**src/design/asc_pkg.sv**
```systemverilog
package asc_pkg;

	// ----------------------------------------------------------------
	// Register map
	// ----------------------------------------------------------------
	localparam logic [7:0] ADDR_STATUS   = 8'h00;
	localparam logic [7:0] ADDR_CONTROL  = 8'h04;
	localparam logic [7:0] ADDR_IRQ_MASK = 8'h08;

	// ----------------------------------------------------------------
	// Status bit positions
	// ----------------------------------------------------------------
	localparam int ST_WINDOW    = 0;
	localparam int ST_REG_DONE  = 1;
	localparam int ST_INJ_DONE  = 2;
	localparam int ST_INJ_BEGIN = 3;
	localparam int ST_REG_BEGIN = 4;
	localparam int ST_ANY_DONE  = 5;
	localparam int ST_ANY_INJ   = 6;
	localparam int ST_WIDTH     = 7;

	// ----------------------------------------------------------------
	// Control fields
	// ----------------------------------------------------------------
	localparam int CT_MON_REG   = 23;
	localparam int CT_MON_INJ   = 22;
	localparam int CT_PAIR_HI   = 19;
	localparam int CT_PAIR_LO   = 16;
	localparam int CT_BURST_HI  = 15;
	localparam int CT_BURST_LO  = 13;
	localparam int CT_BURST_EN  = 11;

	localparam logic [31:0] CTRL_WMASK   = 32'h00cf_ffff;
	localparam logic [31:0] STATUS_RESET = 32'h0000_0000;
	localparam logic [31:0] CTRL_RESET   = 32'h0000_0000;
	localparam logic [3:0]  PAIR_INDEP   = 4'h0;

endpackage

```
**src/design/asc_regs.sv**
```systemverilog
// The strobed register port is this design's own decision.
`timescale 1ns/1ps

module asc_regs #(
	parameter int DATA_W = 12
) (
	input  wire logic                sys_clk,
	input  wire logic                srst,
	input  wire logic [7:0]          addr,
	input  wire logic [31:0]         wdata,
	input  wire logic                wr_stb,
	input  wire logic                rd_stb,
	output logic      [31:0]         rdata,
	input  wire logic                reg_conv_start,
	input  wire logic                reg_conv_end,
	input  wire logic                reg_seq_end,
	input  wire logic                inj_seq_start,
	input  wire logic                inj_conv_end,
	input  wire logic                inj_seq_end,
	input  wire logic [DATA_W-1:0]   conv_result,
	input  wire logic [DATA_W-1:0]   low_threshold,
	input  wire logic [DATA_W-1:0]   high_threshold,
	input  wire logic                ext_trigger,
	output logic                     burst_done,
	output logic                     independent_mode,
	output logic                     irq
);
	import asc_pkg::*;

	// ----------------------------------------------------------------
	// Registers
	// ----------------------------------------------------------------
	logic [ST_WIDTH-1:0] status_ff;
	logic [ST_WIDTH-1:0] nxt_status;
	logic [ST_WIDTH-1:0] mask_ff;
	logic [31:0]         ctrl_ff;
	logic [ST_WIDTH-1:0] hw_set;
	logic [ST_WIDTH-1:0] sw_clr;
	logic                out_of_window;
	logic                mon_hit;
	logic [3:0]          burst_left_ff;
	logic                burst_active_ff;
	logic [3:0]          burst_total;

	// ----------------------------------------------------------------
	// Event capture
	// ----------------------------------------------------------------
	assign out_of_window = (conv_result < low_threshold) ||
		(conv_result > high_threshold);
	assign mon_hit = out_of_window &&
		((reg_conv_end && ctrl_ff[CT_MON_REG]) ||
		 (inj_conv_end && ctrl_ff[CT_MON_INJ]));

	always_comb begin
		hw_set               = '0;
		hw_set[ST_ANY_INJ]   = inj_conv_end;
		hw_set[ST_ANY_DONE]  = reg_conv_end | inj_conv_end;
		hw_set[ST_REG_BEGIN] = reg_conv_start;
		hw_set[ST_INJ_BEGIN] = inj_seq_start;
		hw_set[ST_INJ_DONE]  = inj_seq_end;
		hw_set[ST_REG_DONE]  = reg_seq_end;
		hw_set[ST_WINDOW]    = mon_hit;
	end

	// Clear only on zero bits of a status write
	assign sw_clr = (wr_stb && addr == ADDR_STATUS) ?
		~wdata[ST_WIDTH-1:0] : '0;

	// Set beats clear so no event is lost
	assign nxt_status = (status_ff & ~sw_clr) | hw_set;

	always_ff @(posedge sys_clk) begin
		if (srst) begin
			status_ff <= STATUS_RESET[ST_WIDTH-1:0];
		end else begin
			status_ff <= nxt_status;
		end
	end

	// ----------------------------------------------------------------
	// Control and mask
	// ----------------------------------------------------------------
	// Reserved bits held at zero whatever software writes
	always_ff @(posedge sys_clk) begin
		if (srst) begin
			ctrl_ff <= CTRL_RESET;
		end else if (wr_stb && addr == ADDR_CONTROL) begin
			ctrl_ff <= wdata & CTRL_WMASK;
		end
	end

	always_ff @(posedge sys_clk) begin
		if (srst) begin
			mask_ff <= '0;
		end else if (wr_stb && addr == ADDR_IRQ_MASK) begin
			mask_ff <= wdata[ST_WIDTH-1:0];
		end
	end

	assign irq = |(status_ff & mask_ff);

	// Only independent operation exists; any nonzero code deasserts independent_mode
	assign independent_mode =
		(ctrl_ff[CT_PAIR_HI:CT_PAIR_LO] == PAIR_INDEP);

	// ----------------------------------------------------------------
	// Discontinuous burst counter
	// ----------------------------------------------------------------
	assign burst_total =
		{1'b0, ctrl_ff[CT_BURST_HI:CT_BURST_LO]} + 4'h1;

	always_ff @(posedge sys_clk) begin
		if (srst) begin
			burst_left_ff   <= 4'h0;
			burst_active_ff <= 1'b0;
			burst_done      <= 1'b0;
		end else begin
			burst_done <= 1'b0;
			if (!ctrl_ff[CT_BURST_EN]) begin
				burst_active_ff <= 1'b0;
				burst_left_ff   <= 4'h0;
			end else if (ext_trigger && !burst_active_ff) begin
				burst_active_ff <= 1'b1;
				burst_left_ff   <= burst_total;
			end else if (burst_active_ff && reg_conv_end) begin
				if (burst_left_ff == 4'h1) begin
					burst_active_ff <= 1'b0;
					burst_done      <= 1'b1;
				end
				burst_left_ff <= burst_left_ff - 4'h1;
			end
		end
	end

	// ----------------------------------------------------------------
	// Read port
	// ----------------------------------------------------------------
	always_ff @(posedge sys_clk) begin
		if (srst) begin
			rdata <= '0;
		end else if (rd_stb) begin
			if (addr == ADDR_STATUS) begin
				rdata <= {{(32-ST_WIDTH){1'b0}}, status_ff};
			end else if (addr == ADDR_CONTROL) begin
				rdata <= ctrl_ff;
			end else if (addr == ADDR_IRQ_MASK) begin
				rdata <= {{(32-ST_WIDTH){1'b0}}, mask_ff};
			end else begin
				rdata <= '0;
			end
		end else begin
			rdata <= '0;
		end
	end

endmodule // asc_regs

```
**config.mk**
```make
export PLATFORM = sky130hd
export DESIGN_NAME = asc_regs
export DESIGN_NICKNAME = d
export VERILOG_FILES = /design/src/design/asc_pkg.sv /design/src/design/asc_regs.sv
export SDC_FILE = /design/constraint.sdc
export NUM_CORES = 1
export LEC_CHECK = 0
export BUFFER_PORTS_ARGS = -buffer_cell sky130_fd_sc_hd__buf_2
export CAP_MARGIN = 20
export CORE_ASPECT_RATIO = 1.5
export CORE_UTILIZATION = 52
export CTS_CLUSTER_SIZE = 10
export DETAILED_ROUTE_END_ITERATION = 6
export PLACE_DENSITY = 0.83
export SYNTH_ARGS = -nofsm -noshare
export SYNTH_HDL_FRONTEND = slang
export SYNTH_SLANG_ARGS = --single-unit
```
**constraint.sdc**
```tcl
create_clock -name sys_clk -period 4.55 [get_ports sys_clk]
set_input_delay 0.91 -clock sys_clk [delete_from_list [all_inputs] [get_ports sys_clk]]
set_output_delay 0.91 -clock sys_clk [all_outputs]
set_load 0.02 [all_outputs]
```
==> out/results.txt <==
run status: completed
Num Clock Sinks: 64
Hold-fix buffers, CTS: 0
Detailed Route Iter0 Violations: 145
final hold vios: 0
RR Startpoint: burst_active_ff$_SDFFE_PP0P_
initial antenna violation count: 0
most frequently used flop master after synthesis: dfxtp_1
clk_lat worst skew: 350 ps
Pwr Total: 1.182 mW
Syn. warnings: 0
Tightest Pin Transition: 1023 ps
Hold WC Path Type: reg2reg
met3 Usage GRT: 6.840%
Lkg Pwr: 1.802 nW
Critical Path Fanout Max: 22
Slew HR: 31.61%
number of diodes: 0
Seq/Total Area, Yosys: 41.11%
Initial Utilization: 53.87%
DIE AREA: 6314 um2
Max Slew Vio Count: 0
synth top area cells: dfxtp_1, ha_1, a21oi_1
Worst VDD drop: 0.0001619 V
RSZ-0062 raised after global routing: no
CP Launch Point: addr[5]
post-synthesis cell type count: 41
CP delay by family, top: simple AND/OR/NAND/NOR gates
Worst path slowest cell: nand3b_1
grt peak-use layer: met2
Worst Hold Launch: ctrl_ff[9]$_SDFFE_PP0P_
Power Density: 311.0 nW/um2
IO buf count: 101
number of enable flip-flop cells after synthesis: 0
largest net degree at the start of global routing: 39
Max Buffers Root-to-Sink: 2
GRT Util Overall: 24.41%
asr flop ratio synth: 0%
dpl hpwl: 5.182 mm
Final period util: 63.11%
setup bufs post-CTS: 0
via count: 2876
Worst-path clk slew: 70 ps
layout cell share with drive strength beyond 1: 27.27%
Syn Std Cell Area: 3117 um2
WS Path Type: in2reg
arrival time at the worst endpoint: 3080 ps
Routed Antenna Nets: 0
# DRC: 0
synthesized area per cell: 8.446 um2
met2 Resource Use GR: 43.22%
vias in the first global route: 2805
Setup crit start kind: input port
total congestion overflow: 0
Final setup viols: 0
drt wl/cell: 13.01 um
Pre-antenna DRT Iters: 4
Total Wirelength: 7.090 mm
post-CTS sizing: 0
Nets: 581
Clk Tree Root Cell: clkbuf_8
Worst EP required: 4760 ps
die extent in y: 96.82 um
IO Count: 122
FP Rows: 34
min Tclk post-route: 2871 ps
met1 Track Usage GR: 24.43%
CP bufs+invs: 1
Seq cells post-synth: 64
synthesis-to-layout area growth: 21.92%
post-synth top area cell: dfxtp_1
cells after synthesis: 369
Die X-Extent: 65.21 um
number of CTS-inserted buffers: 9
crit path capture type: flip-flop
max incr delay on CP: 790 ps
FMAX: 0.3483 GHz
crit-path cells: buf_2, nor4_2, and3_1, nand3b_1, nand2_1, a21oi_2
Max-Cap Viols: 0
Yosys top cell area share: 41.11%
H-tree depth: 3
Final Skew: 6.680 ps
DR vias/cell: 5.277
core footprint: 5786 um2
final setup TNS: 0 ps
GPL Wtd Cong: 0.8051
CTS tree: done
global-route wire length before repair: 11.92 mm
number of fill cells: 519
-- report_power, final --
part	switching, mW	leakage, nW	internal (mW)
clock	0.215	0.101	0.280
combinational	0.0649	1.18	0.0534
sequential	0.00338	0.517	0.564
total	0.284	1.80	0.898
-- sequential cells by signal, indices dropped and copies added, names as in the netlist --
register         cells
rdata               22
burst_left_ff        4
status_ff            7
burst_active_ff      1
burst_done           1
ctrl_ff             22
mask_ff              7
-- worst min-delay path, stage by stage, from the launching register on --
cell and delay [ps]:
dfxtp_1 310, nand2_1 50, a21oi_1 50
-- synthesized netlist by cell type, types with 2 or more instances --
| cell type | count |
|---|---|
| buf_2 | 2 |
| nand4_1 | 6 |
| nor3_1 | 2 |
| nand2b_1 | 3 |
| buf_1 | 2 |
| nor2_1 | 24 |
| a21oi_1 | 45 |
| a21oi_2 | 7 |
| buf_6 | 3 |
| a21o_1 | 6 |
| mux2i_1 | 9 |
| clkbuf_1 | 3 |
| nand3_1 | 10 |
| a22oi_1 | 3 |
| nor2b_1 | 4 |
| ha_1 | 26 |
| a211oi_1 | 4 |
| buf_4 | 13 |
| o21ai_0 | 12 |
| and2_1 | 15 |
| nand2_1 | 58 |
| inv_1 | 30 |
| dfxtp_1 | 64 |
-- cells in the final DEF (no fill, tap or decap), drive strengths merged, types with 2 or more instances in the layout --
cell type / count
buf: 102
dfxtp: 64
nand2: 58
a21oi: 52
inv: 30
ha: 26
nor2: 24
and2: 15
o21ai: 12
clkbuf: 11
nand3: 10
conb: 10
mux2i: 9
nand4: 6
a21o: 6
nor2b: 4
a211oi: 4
a22oi: 3
nand2b: 3
nor3: 2
clkinvlp: 2
clkinv: 2
nor4: 2
nor3b: 2
-- final timing paths --
kind                                                       to  slack, ps  depth (start not counted)
worst max-delay path                  ctrl_ff[1]$_SDFFE_PP0P_       1680                          6
worst min-delay path                  ctrl_ff[9]$_SDFFE_PP0P_        450                          2
worst max register to register  burst_left_ff[3]$_SDFFE_PP0P_       3070                          5
worst min register to register        ctrl_ff[9]$_SDFFE_PP0P_        450                          2
-- layout make-up --
type                            instances  area [um2]  share of cell area (%)
Tap cell                               72       90.09                   2.371
Clock buffer                           11       151.4                   3.984
Inverter                               30       112.6                   2.963
Multi-Input combinational cell        261        1597                   42.02
Timing Repair Buffer                  102       513.0                   13.50
Sequential cell                        64        1281                   33.72
Clock inverter                          5       55.05                   1.449
-- layer usage --
| layer | vias up | part of all wire (%) |
|---|---|---|
| met4 | 0 | 3.1 |
| li1 | 1428 | - |
| met5 | - | 0 |
| met2 | 119 | 54 |
| met3 | 22 | 5.9 |
| met1 | 1307 | 37 |
-- through the flow --
stage                     worst slack (ps)  cells  area (um2)  hold slack [ps]  util [%]
final                                 1679    545        3800            449.8     65.68
after global routing                  1512    545        3800            473.5     65.68
after CTS                             1693    545        3800            446.5     65.68
after detailed placement              1329    529        3593            437.9     62.11
after global placement                1379    529        3593            435.6     62.11
after floorplan                       2408    378        3151            429.6         -
-- kinds of logic after synthesis --
logic type,synth area share [%]
simple gates,20.39
compound gates,16.02
flops,41.11
buf+inv,8.751
fa+ha+maj,10.44
mux,2.891
other cells,0.1203
xor+xnor,0.2811
Power figures use the tool's default switching activity.
